--- config.mk ---
export PLATFORM = sky130hd
export DESIGN_NAME = wfa_alert
export DESIGN_NICKNAME = d
export VERILOG_FILES = /design/src/core/wfa_pkg.sv /design/src/core/wfa_flt_if.sv /design/src/core/wfa_filter.sv /design/src/core/wfa_alert.sv
export VERILOG_INCLUDE_DIRS = /design/src /design/src/core
export SDC_FILE = /design/constraint.sdc
export NUM_CORES = 1
export LEC_CHECK = 0
export BUFFER_PORTS_ARGS = -buffer_cell sky130_fd_sc_hd__buf_2
export CORE_MARGIN = 4
export CORE_UTILIZATION = 53
export DETAILED_ROUTE_END_ITERATION = 6
export HOLD_SLACK_MARGIN = 0.03
export PLACE_DENSITY = 0.72
export SLEW_MARGIN = 20
export SYNTH_ARGS = -nofsm -noshare
export SYNTH_HDL_FRONTEND = slang
export SYNTH_SLANG_ARGS = --single-unit
--- constraint.sdc ---
create_clock -name clk_sys -period 2.65 [get_ports clk_sys]
set_clock_uncertainty 0.15 [all_clocks]
set_input_delay 0.1325 -clock clk_sys [delete_from_list [all_inputs] [get_ports clk_sys]]
set_output_delay 0.1325 -clock clk_sys [all_outputs]
set_load 0.01 [all_outputs]
--- src/core/wfa_consts.svh ---
`ifndef WFA_CONSTS_SVH
`define WFA_CONSTS_SVH

// ==========================================================================
// clock and timing
`define WFA_CLK_KHZ        25000
`define WFA_T_PULSE_US     100
`define WFA_T_GAP_US       100
`define WFA_T_CFG_US       7
`define WFA_T_FLT_SHORT_US 16
`define WFA_T_FLT_LONG_US  64
// microseconds to clock cycles, rounded up
`define WFA_US2CYC(t)      ((((t) * `WFA_CLK_KHZ) + 999) / 1000)

// ==========================================================================
// register indices on the plain register port
`define WFA_A_CTRL         4'h0
`define WFA_A_WAKE_EN      4'h1
`define WFA_A_WAKE_A       4'h2
`define WFA_A_WAKE_B       4'h3
`define WFA_A_LEVEL        4'h4
`define WFA_A_FAIL         4'h5
`define WFA_A_SEVERE       4'h6
`define WFA_A_IRQ_STAT     4'h7
`define WFA_A_IRQ_MASK     4'h8
`define WFA_A_CFG          4'h9

// ==========================================================================
// field positions and reset values
`define WFA_B_GLOBAL       0
`define WFA_B_FLT_LONG     1
`define WFA_E_PULSE        0
`define WFA_E_STOP         1
`define WFA_NEVT           2
`define WFA_NSEV           6
`define WFA_RST_GLOBAL     1'b0
`define WFA_RST_FLT_LONG   1'b0

`endif

--- src/core/wfa_pkg.sv ---
package wfa_pkg;

    typedef enum logic [1:0] {
        WFA_M_INIT   = 2'b00,
        WFA_M_NORMAL = 2'b01,
        WFA_M_STOP   = 2'b10,
        WFA_M_OTHER  = 2'b11
    } wfa_mode_t;

    typedef enum logic [1:0] {
        WFA_S_IDLE = 2'b00,
        WFA_S_LOW  = 2'b01,
        WFA_S_GAP  = 2'b10
    } wfa_state_t;

endpackage

--- src/core/wfa_flt_if.sv ---
interface wfa_flt_if;
    logic raw;
    logic long_sel;
    logic level;

    modport core (output raw, output long_sel, input level);
    modport filt (input raw, input long_sel, output level);
endinterface

--- src/core/wfa_filter.sv ---
module wfa_filter
    import wfa_pkg::*;
#(
    parameter int SHORT_CYC = 1,
    parameter int LONG_CYC  = 1
) (
    input wire logic clk_sys, // system clock
    input wire logic rst,     // synchronous reset, active high
    wfa_flt_if.filt  f        // raw level in, qualified level out
);
    localparam int CW = $clog2(LONG_CYC + 1);
    localparam logic [CW-1:0] SHORT_L = CW'(SHORT_CYC - 1);
    localparam logic [CW-1:0] LONG_L  = CW'(LONG_CYC - 1);

    typedef struct packed {
        logic [CW-1:0] cnt;
        logic          level;
    } wfa_flt_st_t;

    wfa_flt_st_t s;
    wfa_flt_st_t next_s;
    logic [CW-1:0] lim;

    // ======================================================================
    // level is taken over only after it has differed for the whole window
    always_comb begin
        next_s = s;
        lim = f.long_sel ? LONG_L : SHORT_L;
        if (f.raw == s.level) begin
            next_s.cnt = '0;
        end else if (s.cnt >= lim) begin
            next_s.level = f.raw;
            next_s.cnt = '0;
        end else begin
            next_s.cnt = s.cnt + CW'(1);
        end
    end

    always_ff @(posedge clk_sys) begin
        if (rst) begin
            s <= '0;
        end else begin
            s <= next_s;
        end
    end

    assign f.level = s.level;
endmodule

--- src/core/wfa_alert.sv ---
`include "wfa_consts.svh"

module wfa_alert
    import wfa_pkg::*;
#(
    parameter int NW = 4, // wake pins reported in the first wake register
    parameter int NG = 2, // general-purpose wake inputs in the second one
    parameter int NF = 8  // failure events that may alert in the global class
) (
    input  wire logic          clk_sys,     // system clock, 25 MHz
    input  wire logic          rst,         // synchronous reset, active high
    input  wire logic [3:0]    reg_addr,    // register index
    input  wire logic [31:0]   reg_wdata,   // write data
    input  wire logic          reg_wr,      // write strobe
    input  wire logic          reg_rd,      // read strobe
    output logic      [31:0]   reg_rdata,   // read data, cycle after strobe
    input  wire logic [1:0]    sys_mode,    // operating mode, same clock
    input  wire logic          stop_cmd,    // stop mode command pulse
    input  wire logic [NW+NG-1:0] wake_pin, // raw wake pins, asynchronous
    input  wire logic [NF-1:0] fail_evt,    // failure event pulses
    input  wire logic [5:0]    severe_evt,  // severe failure event pulses
    input  wire logic          alert_in,    // alert pin level, asynchronous
    output logic               alert_out,   // alert pin drive value
    output logic               alert_oe_n,  // alert pin drive enable, low drives
    output logic               cfg_level,   // configuration level from init
    output logic               irq          // interrupt, high active level
);
    localparam int NP        = NW + NG;
    localparam int PULSE_CYC = `WFA_US2CYC(`WFA_T_PULSE_US);
    localparam int GAP_CYC   = `WFA_US2CYC(`WFA_T_GAP_US);
    localparam int CW        = $clog2(PULSE_CYC + GAP_CYC);
    localparam logic [CW-1:0] PULSE_L = CW'(PULSE_CYC - 1);
    localparam logic [CW-1:0] GAP_L   = CW'(GAP_CYC - 1);

    typedef struct packed {
        wfa_state_t             st;
        logic [CW-1:0]          cnt;
        logic                   cls_global;
        logic                   flt_long;
        logic [NP-1:0]          wake_en;
        logic [NP-1:0]          lvl_q;
        logic [NP-1:0]          live_w;
        logic [NP-1:0]          view_w;
        logic [NF-1:0]          live_f;
        logic [NF-1:0]          view_f;
        logic [`WFA_NSEV-1:0]   live_s;
        logic [`WFA_NSEV-1:0]   view_s;
        logic                   pend_stop;
        logic [`WFA_NEVT-1:0]   evt;
        logic [`WFA_NEVT-1:0]   mask;
        logic                   irq;
        logic                   alert_n;
        logic                   oe_n;
        logic [NP-1:0]          sy_w1;
        logic [NP-1:0]          sy_w2;
        logic                   sy_a1;
        logic                   sy_a2;
        logic                   cfg_level;
        logic [31:0]            rdata;
    } wfa_st_t;

    wfa_st_t s;
    wfa_st_t next_s;

    logic [NP-1:0]        lvl;
    logic                 cfg_filt;
    logic                 run;
    logic                 want;
    logic                 start;
    logic [NP-1:0]        clr_w;
    logic [NF-1:0]        clr_f;
    logic [`WFA_NSEV-1:0] clr_s;
    logic [`WFA_NEVT-1:0] clr_e;
    logic [`WFA_NEVT-1:0] set_e;
    logic [NP-1:0]        wake_rise;

    // ======================================================================
    // input filters
    genvar g;
    generate
        for (g = 0; g < NP; g++) begin : g_flt
            wfa_flt_if fi ();
            assign fi.raw      = s.sy_w2[g];
            assign fi.long_sel = s.flt_long;
            assign lvl[g]      = fi.level;
            wfa_filter #(
                .SHORT_CYC (`WFA_US2CYC(`WFA_T_FLT_SHORT_US)),
                .LONG_CYC  (`WFA_US2CYC(`WFA_T_FLT_LONG_US))
            ) u_flt (
                .clk_sys (clk_sys),
                .rst     (rst),
                .f       (fi)
            );
        end
    endgenerate

    wfa_flt_if cfg_if ();
    assign cfg_if.raw      = s.sy_a2;
    assign cfg_if.long_sel = 1'b0;
    assign cfg_filt        = cfg_if.level;

    wfa_filter #(
        .SHORT_CYC (`WFA_US2CYC(`WFA_T_CFG_US)),
        .LONG_CYC  (`WFA_US2CYC(`WFA_T_CFG_US))
    ) u_cfg_flt (
        .clk_sys (clk_sys),
        .rst     (rst),
        .f       (cfg_if)
    );

    // ======================================================================
    // next state
    always_comb begin
        next_s = s;
        clr_w = '0;
        clr_f = '0;
        clr_s = '0;
        clr_e = '0;
        set_e = '0;
        start = 1'b0;

        next_s.sy_w1 = wake_pin;
        next_s.sy_w2 = s.sy_w1;
        next_s.sy_a1 = alert_in;
        next_s.sy_a2 = s.sy_a1;
        next_s.lvl_q = lvl;

        // register writes
        if (reg_wr) begin
            case (reg_addr)
                `WFA_A_CTRL: begin
                    next_s.cls_global = reg_wdata[`WFA_B_GLOBAL];
                    next_s.flt_long   = reg_wdata[`WFA_B_FLT_LONG];
                end
                `WFA_A_WAKE_EN: begin
                    next_s.wake_en = reg_wdata[NP-1:0];
                end
                `WFA_A_WAKE_A: begin
                    clr_w[NW-1:0] = reg_wdata[NW-1:0];
                end
                `WFA_A_WAKE_B: begin
                    clr_w[NP-1:NW] = reg_wdata[NG-1:0];
                end
                `WFA_A_FAIL: begin
                    clr_f = reg_wdata[NF-1:0];
                end
                `WFA_A_SEVERE: begin
                    clr_s = reg_wdata[`WFA_NSEV-1:0];
                end
                `WFA_A_IRQ_STAT: begin
                    clr_e = reg_wdata[`WFA_NEVT-1:0];
                end
                `WFA_A_IRQ_MASK: begin
                    next_s.mask = reg_wdata[`WFA_NEVT-1:0];
                end
                default: begin
                end
            endcase
        end

        // sticky event flags, a new event wins over a clear
        wake_rise = lvl & ~s.lvl_q & s.wake_en;
        next_s.live_w = (s.live_w & ~clr_w) | wake_rise;
        next_s.view_w = s.view_w & ~clr_w;
        next_s.live_f = (s.live_f & ~clr_f) | fail_evt;
        next_s.view_f = s.view_f & ~clr_f;
        next_s.live_s = (s.live_s & ~clr_s) | severe_evt;
        next_s.view_s = s.view_s & ~clr_s;

        // severe flags never feed the alert; the level register is not latched
        run  = (sys_mode == WFA_M_NORMAL) || (sys_mode == WFA_M_STOP);
        want = (|(s.live_w & ~s.view_w))
             | (s.cls_global & (|(s.live_f & ~s.view_f)))
             | s.pend_stop;

        // pulse and gap sequencing
        case (s.st)
            WFA_S_IDLE: begin
                if (run && want) begin
                    start = 1'b1;
                    next_s.st = WFA_S_LOW;
                    next_s.cnt = PULSE_L;
                end
            end
            WFA_S_LOW: begin
                if (s.cnt == '0) begin
                    next_s.st = WFA_S_GAP;
                    next_s.cnt = GAP_L;
                end else begin
                    next_s.cnt = s.cnt - CW'(1);
                end
            end
            WFA_S_GAP: begin
                if (s.cnt == '0) begin
                    next_s.st = WFA_S_IDLE;
                end else begin
                    next_s.cnt = s.cnt - CW'(1);
                end
            end
            default: begin
                next_s.st = WFA_S_IDLE;
                next_s.cnt = '0;
            end
        endcase

        if (!run) begin
            next_s.st = WFA_S_IDLE;
            next_s.cnt = '0;
        end

        // readable copies taken at the falling edge of the pin
        if (start) begin
            next_s.view_w = next_s.live_w;
            next_s.view_f = next_s.live_f;
            next_s.view_s = next_s.live_s;
            next_s.pend_stop = 1'b0;
            set_e[`WFA_E_PULSE] = 1'b1;
        end

        if (stop_cmd && (|next_s.live_w)) begin
            next_s.pend_stop = 1'b1;
            set_e[`WFA_E_STOP] = 1'b1;
        end

        next_s.evt = (s.evt & ~clr_e) | set_e;
        next_s.irq = |(next_s.evt & next_s.mask);

        // pin drive: released for sampling in init, else driven
        if (sys_mode == WFA_M_INIT) begin
            next_s.oe_n = 1'b1;
            next_s.alert_n = 1'b1;
            next_s.cfg_level = cfg_filt;
        end else begin
            next_s.oe_n = 1'b0;
            next_s.alert_n = (next_s.st != WFA_S_LOW);
        end

        // register reads
        next_s.rdata = '0;
        if (reg_rd) begin
            case (reg_addr)
                `WFA_A_CTRL: begin
                    next_s.rdata[`WFA_B_GLOBAL]   = s.cls_global;
                    next_s.rdata[`WFA_B_FLT_LONG] = s.flt_long;
                end
                `WFA_A_WAKE_EN: begin
                    next_s.rdata = 32'(s.wake_en);
                end
                `WFA_A_WAKE_A: begin
                    next_s.rdata = 32'(s.view_w[NW-1:0]);
                end
                `WFA_A_WAKE_B: begin
                    next_s.rdata = 32'(s.view_w[NP-1:NW]);
                end
                `WFA_A_LEVEL: begin
                    next_s.rdata = 32'(lvl);
                end
                `WFA_A_FAIL: begin
                    next_s.rdata = 32'(s.view_f);
                end
                `WFA_A_SEVERE: begin
                    next_s.rdata = 32'(s.view_s);
                end
                `WFA_A_IRQ_STAT: begin
                    next_s.rdata = 32'(s.evt);
                end
                `WFA_A_IRQ_MASK: begin
                    next_s.rdata = 32'(s.mask);
                end
                `WFA_A_CFG: begin
                    next_s.rdata = 32'(s.cfg_level);
                end
                default: begin
                    next_s.rdata = '0;
                end
            endcase
        end
    end

    // ======================================================================
    // state register
    always_ff @(posedge clk_sys) begin
        if (rst) begin
            s <= '0;
            s.st <= WFA_S_IDLE;
            s.cls_global <= `WFA_RST_GLOBAL;
            s.flt_long <= `WFA_RST_FLT_LONG;
            s.alert_n <= 1'b1;
            s.oe_n <= 1'b1;
        end else begin
            s <= next_s;
        end
    end

    assign reg_rdata  = s.rdata;
    assign alert_out  = s.alert_n;
    assign alert_oe_n = s.oe_n;
    assign cfg_level  = s.cfg_level;
    assign irq        = s.irq;
endmodule

==> run metrics, run 1 <==
hold slack final 0.0701 ns; Final Cycle Share 92.6%; CP max FO 14; Synth area leaders dfxtp_1 42%, ha_1 6.7%, nor2_1 5.5%; Antenna Cells 0; largest family of logic cells by synthesized area simple AND/OR/NAND/NOR gates; GRT overflow 0; setup bufs post-CTS 0; Initial Utilization 54.2%; Num CTS Buffers 17; combinational share of power approximately 5.3%; Compound-Gate Fraction of Synth Area about an eighth; Max stage delay cell, worst path or3_4; vias in the first global route 6,790; CTS root buffer clkbuf_16; initial antenna violation count 0; pin count of the biggest net entering global routing 42; Distinct cells, synth 73; dpl cells 1,225; Slew headroom 49.1%; first-pass GRT wire length 32,400 um; RSZ-0062 raised after global routing no; clock slew at the register clock pins of the worst setup and hold paths 0.06 ns; post-synth top area share 42.1%; Max Cap Viol 0; ys async rst share 0%; CP Cell Sequence clkinvlp_4 -> buf_4 -> ha_1 -> or3_1 -> a221oi_1 -> o21ai_1 -> or3_4 -> nor2_1; post-route ant nets 0; Post-route DRC 0; die height between 100 and 150 um; Buf+Inv Stages, Crit Path 2; number of synthesized flops with an enable pin 0; CP endpoint kind flop; Synth warnings 0; most common flop cell mapped by yosys dfxtp_1; setup violators final 0; fin. max-slew vios 0; Area Growth Syn to Fin 17.6%; PwrDens 577 nW/um^2; Sw Share 21.5%; WL/cell 14.8 um; post-DP HPWL 12,700 um; slowest stage delay, CP 0.46 ns; worst path arrival time 2.66 ns; multiplexer area fraction after synthesis 1.66%; Seq/Total Area, Yosys 42.1%; critical path type flop to flop; Final Hold Vio Count 0; Synth Area in Adders 6.68%; Period minus WS final 2.45 ns; fraction of layout cells with a size suffix above 1 between 10 and 15%; TNS Setup 0 ns; Seq pwr share 47.5%; die area 18,400 um^2; Via density 5.41; startpoint types flop; Worst Tran Pin Value 0.753 ns; nets@finish approximately 1,200; Placer Congestion around 0.85; Syn Area/Cell 8.74 um^2; DRT iter0 DRCs 568; Total GRT Usage 21.7%; fin util 63.8%; Via Count a little over 7,000; design area between 10,000 and 15,000 um^2; Pint 4.59 mW; # IOs 100; CTS tree yes; f_max 408 MHz; peak supply drop 0.478 mV; Switch Pwr 1.26 mW; Area after DPL 8990 um^2; Cell Area, Synth ~8600 um^2; CTS Sinks 181; Mapped Cells ~990; Critical Path RT roughly 2.9 ns; largest buffer count on any clock path 2; H-tree levels 4; TritonRoute pass-1 iters 5; Site Rows 46; area leader, netlist dfxtp_1; Hold Path Class input port to flop; cell family with most CP delay simple AND/OR/NAND/NOR gates; Leak ~4 nW; Layout Cells excl Fill approximately 1,300; post-synthesis xor/xnor area fraction between 7 and 8%; most common cell after layout, fill and taps aside dfxtp_1; WL final 19,200 um; Core ar. about 16,000 um^2; Simple-Gate Fraction of Synth Area 23.3%; Clock Latency Late Sink 0.42 ns; Port Buffers 51; width of the chip 136 um; status complete, no violations; most frequent cells in the layout 180 x dfxtp_1, 126 x nor2_1, 90 x nand3_1; share of power burned in the clock network a little under half; FF+latch count, synth 181
path summary, 6_finish.rpt:
path	from	end	slack, ns	depth (start not counted)
setup / recovery	g_flt[0].fi.long_sel	g_flt[0].u_flt.s[6]	0.20	8
hold / removal	sys_mode[0]	cfg_level	0.07	5
setup reg to reg	g_flt[0].fi.long_sel	g_flt[0].u_flt.s[6]	0.20	8
hold reg to reg	next_s[36]	g_flt[1].fi.raw	0.29	1
worst reg2reg max path, cell delays in order (launching register included):
cell and delay (ns):
dfxtp_2 0.35, clkinvlp_4 0.17, buf_4 0.25, ha_1 0.21, or3_1 0.29, a221oi_1 0.25
o21ai_1 0.16, or3_4 0.46, nor2_1 0.12
repair_timing:
item / in CTS / in global routing
hold buffers: 47 / 0
gates resized for setup: 0 / 5
endpoints found under the setup margin: 0 / 45
hold endpoints to repair: 63 / 0
metrics by stage:
stage               worst slack, ns  power [mW]
floorplan                    0.0447        3.02
global placement              0.134        3.08
detailed placement           0.0928        3.08
CTS                          0.0701        5.89
global route                 0.0339        6.05
finish                        0.197        5.85
layout make-up:
cell class | instances | area (um^2)
clock inverters | 12 | 201
fillers | 1333 | 5750
multi-input cells | 728 | 4580
flip-flops and latches | 181 | 3620
repair buffers | 120 | 903
well taps | 216 | 270
inverters | 27 | 105
clock buffers | 20 | 447
layer usage:
metal,vias to the layer above,wire length (um),GRT usage (%)
met5,-,0,0
met4,0,299,6.44
met3,28,822,4.49
met2,161,9210,36.6
met1,3294,8900,28.1
li1,3577,-,-
power groups by stage:
stage / logic [mW] / registers (mW) / clock network [mW]
2_1_floorplan: 0.183 / 2.83 / 0
3_3_place_gp: 0.239 / 2.84 / 0
3_5_place_dp: 0.241 / 2.84 / 0
4_1_cts: 0.300 / 2.78 / 2.81
5_1_grt: 0.341 / 2.78 / 2.93
6_report: 0.310 / 2.78 / 2.76
registers in the layout, indices dropped and copies added, names as in the netlist, 6 cells and up:
name	count
s	73
g_flt.u_flt.s	66
reg_rdata	8
u_cfg_flt.s	8
next_s	7
g_flt.fi.raw	6
g_flt.u_flt.f.level	6
synthesized netlist by cell type (all sizes together) (4+ instances only):
master and count:
a211oi 10, mux2i 12, nor2 127, a222oi 5
and3 18, a2111oi 5, and2 7, a31oi 15
inv 26, nand2b 8, buf 48, o211ai 4
xnor2 22, dfxtp 181, ha 46, o22ai 4
a21oi 60, xor2 47, o21ai 26, nor2b 29
or3 14, o21a 9, a22oi 10, nand3 91
nand4 13, nand2 73, clkbuf 25
cell families after synthesis:
group / count (synthesis)
AOI/OAI and AO/OA: 171
and+or+nand+nor: 404
other: 1
xor gates and xnor gates: 69
buffers and inverters: 100
adders and majority gates: 46
DFF: 181
muxes: 14
(Power assumes the default switching activity.)
==> run 2, diff against run 1 <==
--- a/config.mk
+++ b/config.mk
@@ -7,7 +7,6 @@
 export NUM_CORES = 1
 export LEC_CHECK = 0
 export BUFFER_PORTS_ARGS = -buffer_cell sky130_fd_sc_hd__buf_2
-export CORE_MARGIN = 4
 export CORE_UTILIZATION = 53
 export DETAILED_ROUTE_END_ITERATION = 6
 export HOLD_SLACK_MARGIN = 0.03
==> run 2 against run 1 <==
Utilization is 0.14 points higher. Final area up 0.22%. Highest routed layer unchanged. Largest power group unchanged. Fmax is 0.49% lower. Largest cell class unchanged. Register-to-register slack is essentially flat. Combinational power about the same. Sequential share of layout area fell by 0.079 points. Wire length shrank 2.3%.
==> run metrics, run 2 (synthesized netlist as in run 1, its figures left out) <==
status complete, no violations (unchanged); Num CTS Buffers 17 (unchanged); TNS Setup 0 ns (unchanged); CTS Sinks 181 (unchanged); design area 10,200 um^2 (was 10,100 um^2); Initial Utilization 54.2% (unchanged); Period minus WS final 2.47 ns (was 2.45 ns); Top reg by flops s (unchanged); hold_sp sys_mode[0] (unchanged); largest buffer count on any clock path 2 (unchanged); Antenna Cells 0 (unchanged); crit path from g_flt[0].fi.long_sel (unchanged); top flop regs s: 73 flops, g_flt.u_flt.s: 66 flops (unchanged); pin count of the biggest net entering global routing 35 (was 42); Critical Path RT 2.86 ns (about the same); CP max FO 20 (was 14); critical path type flop to flop (unchanged); CTS root buffer clkbuf_16 (unchanged); WL final 18,800 um (was 19,200 um); multi-input combinational cell area 4580 um^2 (about the same); combinational share of power 5.3% (about the same); Max Cap Viol 0 (unchanged); fraction of layout cells with a size suffix above 1 12.3% (was 12.0%); Area Growth Syn to Fin 17.9% (was 17.6%); Layout fillers 1,343 (was 1,333); peak supply drop 0.464 mV (was 0.478 mV); CP endpoint kind flop (unchanged); nets@finish 1,188 (was 1,185); # IOs 100 (unchanged); worst path arrival time 2.67 ns (was 2.66 ns); Via density 5.43 (was 5.41); Total GRT Usage 23.6% (was 21.7%); Max stage delay cell, worst path or3_1 (was or3_4); share of power burned in the clock network 47.1% (was 47.2%); die height 130 um (was 136 um); Switch Pwr 1.26 mW (about the same); Sw Share 21.5% (about the same); max reg flops 73 (unchanged); DRT iter0 DRCs 514 (was 568); PwrDens 575 nW/um^2 (was 577 nW/um^2); Port Buffers 51 (unchanged); Buf+Inv Stages, Crit Path 2 (unchanged); Placer Congestion 0.849 (was 0.846); Final Hold Vio Count 0 (unchanged); Leak 4.00 nW (was 3.99 nW); sequential standard cell area 3620 um^2 (unchanged); startpoint types flop (unchanged); die area 16,800 um^2 (was 18,400 um^2); post-DP HPWL 12,700 um (about the same); clock slew at the register clock pins of the worst setup and hold paths 0.06 ns (about the same); TritonRoute pass-1 iters 5 (unchanged); r2r startpoint g_flt[0].fi.long_sel (unchanged); fin. max-slew vios 0 (unchanged); vias in the first global route 6,661 (was 6,790); Final Cycle Share 93.0% (was 92.6%); Seq pwr share 47.6% (was 47.5%); slowest stage delay, CP 0.55 ns (was 0.46 ns); width of the chip 130 um (was 136 um); Area after DPL 9010 um^2 (was 8990 um^2); CTS tree yes (unchanged); setup violators final 0 (unchanged); Hold Path Class input port to flop (unchanged); most common cell after layout, fill and taps aside dfxtp_1 (unchanged); Site Rows 46 (unchanged); f_max 406 MHz (was 408 MHz); Core ar. 15,900 um^2 (unchanged); first-pass GRT wire length 31,500 um (was 32,400 um); Post-route DRC 0 (unchanged); cell family with most CP delay simple AND/OR/NAND/NOR gates (unchanged); RSZ-0062 raised after global routing no (unchanged); Pint 4.58 mW (was 4.59 mW); CP Cell Sequence clkinvlp_4 -> buf_12 -> ha_1 -> a211oi_1 -> o21ai_0 -> nand3_1 -> a21oi_1 -> or3_1 -> nor2_1 (was clkinvlp_4 -> buf_4 -> ha_1 -> or3_1 -> a221oi_1 -> o21ai_1 -> or3_4 -> nor2_1); most frequent cells in the layout 180 x dfxtp_1, 126 x nor2_1, 90 x nand3_1 (unchanged); Slew headroom 45.5% (was 49.1%); H-tree levels 4 (unchanged); Via Count 7,096 (was 7,060); Worst Tran Pin Value 0.806 ns (was 0.753 ns); Clock Latency Late Sink 0.43 ns (was 0.42 ns); WL/cell 14.4 um (was 14.8 um); post-route ant nets 0 (unchanged); GRT overflow 0 (unchanged); initial antenna violation count 0 (unchanged)
==> run 2: repair_timing <==
action	CTS	global route
hold buffers	47	0
gates resized for setup	0	4
hold endpoints to repair	58	0
setup buffers	0	0
setup endpoints to repair	0	42
==> run 2: layout make-up <==
class                      count  share of cell area, %
multi-input combinational    728                   45.1
sequential                   181                   35.7
timing repair buffer         123                   9.11
clock buffer                  22                   4.77
tap                          216                   2.66
clock inverter                10                   1.66
inverter                      27                   1.03
==> run 2: metrics by stage <==
stage | util, % | instances | setup WS (ns) | hold slack, ns | power [mW]
finish | 63.9 | 1307 | 0.185 | 0.0503 | 5.84
global route | 63.9 | 1307 | 0.00328 | 0.0788 | 6.03
CTS | 63.8 | 1307 | 0.0884 | 0.0484 | 5.87
detailed placement | 56.8 | 1228 | 0.118 | 0.199 | 3.08
global placement | 56.8 | 1228 | 0.196 | 0.192 | 3.08
floorplan | - | 1009 | 0.0447 | 0.0999 | 3.02
==> run 2: path summary, 6_finish.rpt <==
check	slack, ns	to	cells past startpoint
worst max-delay path	0.18	g_flt[3].u_flt.s[10]	9
worst min-delay path	0.05	cfg_level	5
worst max register to register	0.18	g_flt[3].u_flt.s[10]	9
worst min register to register	0.29	g_flt[2].fi.raw	1
==> run 2: layer usage <==
layer | vias up | global-route usage, % | wire [um]
met4 | 0 | 9.23 | 393
met5 | - | 0 | 0
li1 | 3576 | - | -
met1 | 3294 | 30.4 | 8810
met2 | 192 | 38.9 | 8770
met3 | 34 | 4.75 | 822
==> run 2: power by group through the flow <==
stage	sequential (mW)	combinational, mW	clock [mW]
after floorplan	2.83	0.183	0
after global placement	2.84	0.243	0
after detailed placement	2.84	0.245	0
after CTS	2.78	0.303	2.80
after global routing	2.78	0.343	2.91
final	2.78	0.312	2.75
==> run 2: worst register-to-register path: cells and delay by family, from the launching register on <==
kind	cells	cell delay [ns]
AO/OA/AOI/OAI	3	0.43
AND/OR/NAND/NOR	3	0.80
adder cells (fa/ha/maj)	1	0.31
flip-flops	1	0.35
buffers and inverters	2	0.36
==> run 3, diff against run 2 <==
--- a/config.mk
+++ b/config.mk
@@ -7,10 +7,13 @@
 export NUM_CORES = 1
 export LEC_CHECK = 0
 export BUFFER_PORTS_ARGS = -buffer_cell sky130_fd_sc_hd__buf_2
-export CORE_UTILIZATION = 53
+export CELL_PAD_IN_SITES_DETAIL_PLACEMENT = 0
+export CELL_PAD_IN_SITES_GLOBAL_PLACEMENT = 2
+export CORE_UTILIZATION = 32
+export CTS_CLUSTER_SIZE = 8
 export DETAILED_ROUTE_END_ITERATION = 6
 export HOLD_SLACK_MARGIN = 0.03
-export PLACE_DENSITY = 0.72
+export PLACE_DENSITY = 0.71
 export SLEW_MARGIN = 20
 export SYNTH_ARGS = -nofsm -noshare
 export SYNTH_HDL_FRONTEND = slang
==> run 3 against run 2 <==
The flow now finishes with violations (design-rule violations). Largest power group unchanged. Utilization decreased by 25 points. Worst hold slack got worse by 0.0053 ns. Total power decreased by 6.5%. Flip-flop and latch count unchanged. Critical path depth unchanged. Worst setup slack improved by 0.038 ns. Die area increased by 64%. Fmax increased by 1.6%. Final area increased by 0.50%.
==> run metrics, run 3 (synthesized netlist as in run 1, its figures left out) <==
CP Cell Sequence clkinvlp_4 -> buf_4 -> ha_1 -> a211oi_1 -> o21ai_0 -> nand3_1 -> a21oi_1 -> or3_1 -> nor2_1 (was clkinvlp_4 -> buf_12 -> ha_1 -> a211oi_1 -> o21ai_0 -> nand3_1 -> a21oi_1 -> or3_1 -> nor2_1); die area 27,600 um^2 (was 16,800 um^2); die height 166 um (was 130 um); Total GRT Usage 15.5% (was 23.6%); # IOs 100 (unchanged); setup violators final 0 (unchanged); post-DP HPWL 14,400 um (was 12,700 um); worst path arrival time 2.64 ns (was 2.67 ns); total power draw 5.46 mW (was 5.84 mW); CTS Sinks 181 (unchanged); failing checks design-rule violations; fin. max-slew vios 0 (unchanged); Via Count 6,878 (was 7,096); width of the chip 166 um (was 130 um); peak supply drop 0.275 mV (was 0.464 mV); WL/cell 14.5 um (was 14.4 um); vias in the first global route 6,635 (was 6,661); Final Hold Vio Count 0 (unchanged); status finished with violations (was complete, no violations); slowest stage delay, CP 0.56 ns (was 0.55 ns); DRT iter0 DRCs 339 (was 514); cell family with most CP delay simple AND/OR/NAND/NOR gates (unchanged); Hold Path Class input port to flop (unchanged); H-tree levels 4 (unchanged); largest buffer count on any clock path 2 (unchanged); top flop regs s: 73 flops, g_flt.u_flt.s: 66 flops (unchanged); Clock Latency Late Sink 0.42 ns (was 0.43 ns); Critical Path RT 2.86 ns (about the same); TritonRoute pass-1 iters 7 (was 5); TNS Setup 0 ns (unchanged); Final Cycle Share 91.6% (was 93.0%); M2 GR Usage 25.5% (was 38.9%); CP endpoint kind flop (unchanged); first-pass GRT wire length 34,400 um (was 31,500 um); GRT overflow 0 (unchanged); post-place setup slack 0.158 ns (was 0.118 ns); Layout fillers 2,691 (was 1,343); Site Rows 59 (was 46); Buf+Inv Stages, Crit Path 2 (unchanged); setup bufs post-CTS 0 (unchanged); CP max FO 13 (was 20); Area Growth Syn to Fin 18.5% (was 17.9%); met1 GRT Util 20.6% (was 30.4%); Via density 4.83 (was 5.43); RSZ-0062 raised after global routing no (unchanged); Placer Congestion 0.755 (was 0.849); Max stage delay cell, worst path or3_1 (unchanged); CTS tree yes (unchanged); clock slew at the register clock pins of the worst setup and hold paths 0.07 ns (was 0.06 ns); most frequent cells in the layout 180 x dfxtp_1, 126 x nor2_1, 90 x nand3_1 (unchanged); post-route ant nets 0 (unchanged); share of power burned in the clock network 43.5% (was 47.1%); Post-route DRC 1 (was 0); initial antenna violation count 0 (unchanged); critical path type flop to flop (unchanged); multi-input combinational cell area 4590 um^2 (was 4580 um^2); startpoint types flop (unchanged); Port Buffers 51 (unchanged); max reg flops 73 (unchanged); global-route layer with the greatest usage met2 (unchanged); Antenna Cells 0 (unchanged); most common cell after layout, fill and taps aside dfxtp_1 (unchanged); Slew headroom 43.1% (was 45.5%); fraction of layout cells with a size suffix above 1 12.7% (was 12.3%); Sw Share 23.6% (was 21.5%); Seq pwr share 50.8% (was 47.6%); Top reg by flops s (unchanged); combinational share of power 5.7% (was 5.3%); CTS root buffer clkbuf_16 (unchanged); nets@finish 1,189 (was 1,188); Initial Utilization 32.9% (was 54.2%); Pint 4.17 mW (was 4.58 mW); Period minus WS final 2.43 ns (was 2.47 ns); Leak 3.95 nW (was 4.00 nW); WL final 20,600 um (was 18,800 um); Core ar. 26,200 um^2 (was 15,900 um^2); f_max 412 MHz (was 406 MHz); Worst Tran Pin Value 0.833 ns (was 0.806 ns); sequential standard cell area 3620 um^2 (unchanged); Switch Pwr 1.29 mW (was 1.26 mW); pin count of the biggest net entering global routing 85 (was 35); PwrDens 535 nW/um^2 (was 575 nW/um^2); Max Cap Viol 0 (unchanged); final worst slack 0.223 ns (was 0.185 ns); routing usage on met3 2.41% (was 4.75%); Num CTS Buffers 17 (unchanged)
## run 3: repair_timing
item,in CTS,in global routing
endpoints found under the hold margin,52,0
setup endpoints to repair,0,21
hold buffers,42,0
resized for setup,0,4
## run 3: final timing paths
kind	startpoint	to	slack, ns	cells after the start
setup / recovery	g_flt[0].fi.long_sel	g_flt[2].u_flt.s[7]	0.22	9
hold / removal	sys_mode[1]	alert_out	0.05	4
setup reg to reg	g_flt[0].fi.long_sel	g_flt[2].u_flt.s[7]	0.22	9
hold reg to reg	next_s[37]	g_flt[2].fi.raw	0.29	1
## run 3: power by group through the flow
stage | Combinational, mW | Clock [mW] | Sequential (mW)
3_5_place_dp | 0.262 | 0 | 2.84
4_1_cts | 0.314 | 2.44 | 2.77
2_1_floorplan | 0.183 | 0 | 2.83
3_3_place_gp | 0.263 | 0 | 2.84
6_report | 0.312 | 2.37 | 2.77
5_1_grt | 0.345 | 2.55 | 2.78
## run 3: cell type report
type / count / area share [%]
clock inverter: 12 / 1.07
inverter: 27 / 1.03
multi-input combinational: 728 / 44.9
sequential: 181 / 35.5
timing repair buffer: 124 / 9.17
tap: 335 / 4.11
clock buffer: 18 / 4.20
## run 3: worst min-delay path: cells and delay by family
family	cells	cell delay (ns)
simple gates	1	0.12
buf+inv	2	0.13
fa+ha+maj	1	0.20
## run 3: metrics by stage
stage	hold WS (ns)	cell area (um^2)	utilization [%]	instances
after floorplan	0.0999	8710	-	1009
after CTS	0.0368	10200	38.9	1425
after global placement	0.194	9230	35.2	1353
after detailed placement	0.194	9230	35.2	1353
final	0.0450	10200	39.0	1425
after global routing	0.0673	10200	39.0	1425
## run 3: layer usage
metal | share of wire, % | vias to the layer above
li1 | - | 3575
met3 | 2.3 | 13
met4 | 1.1 | 0
met1 | 50 | 3216
met2 | 46 | 74
met5 | 0 | -
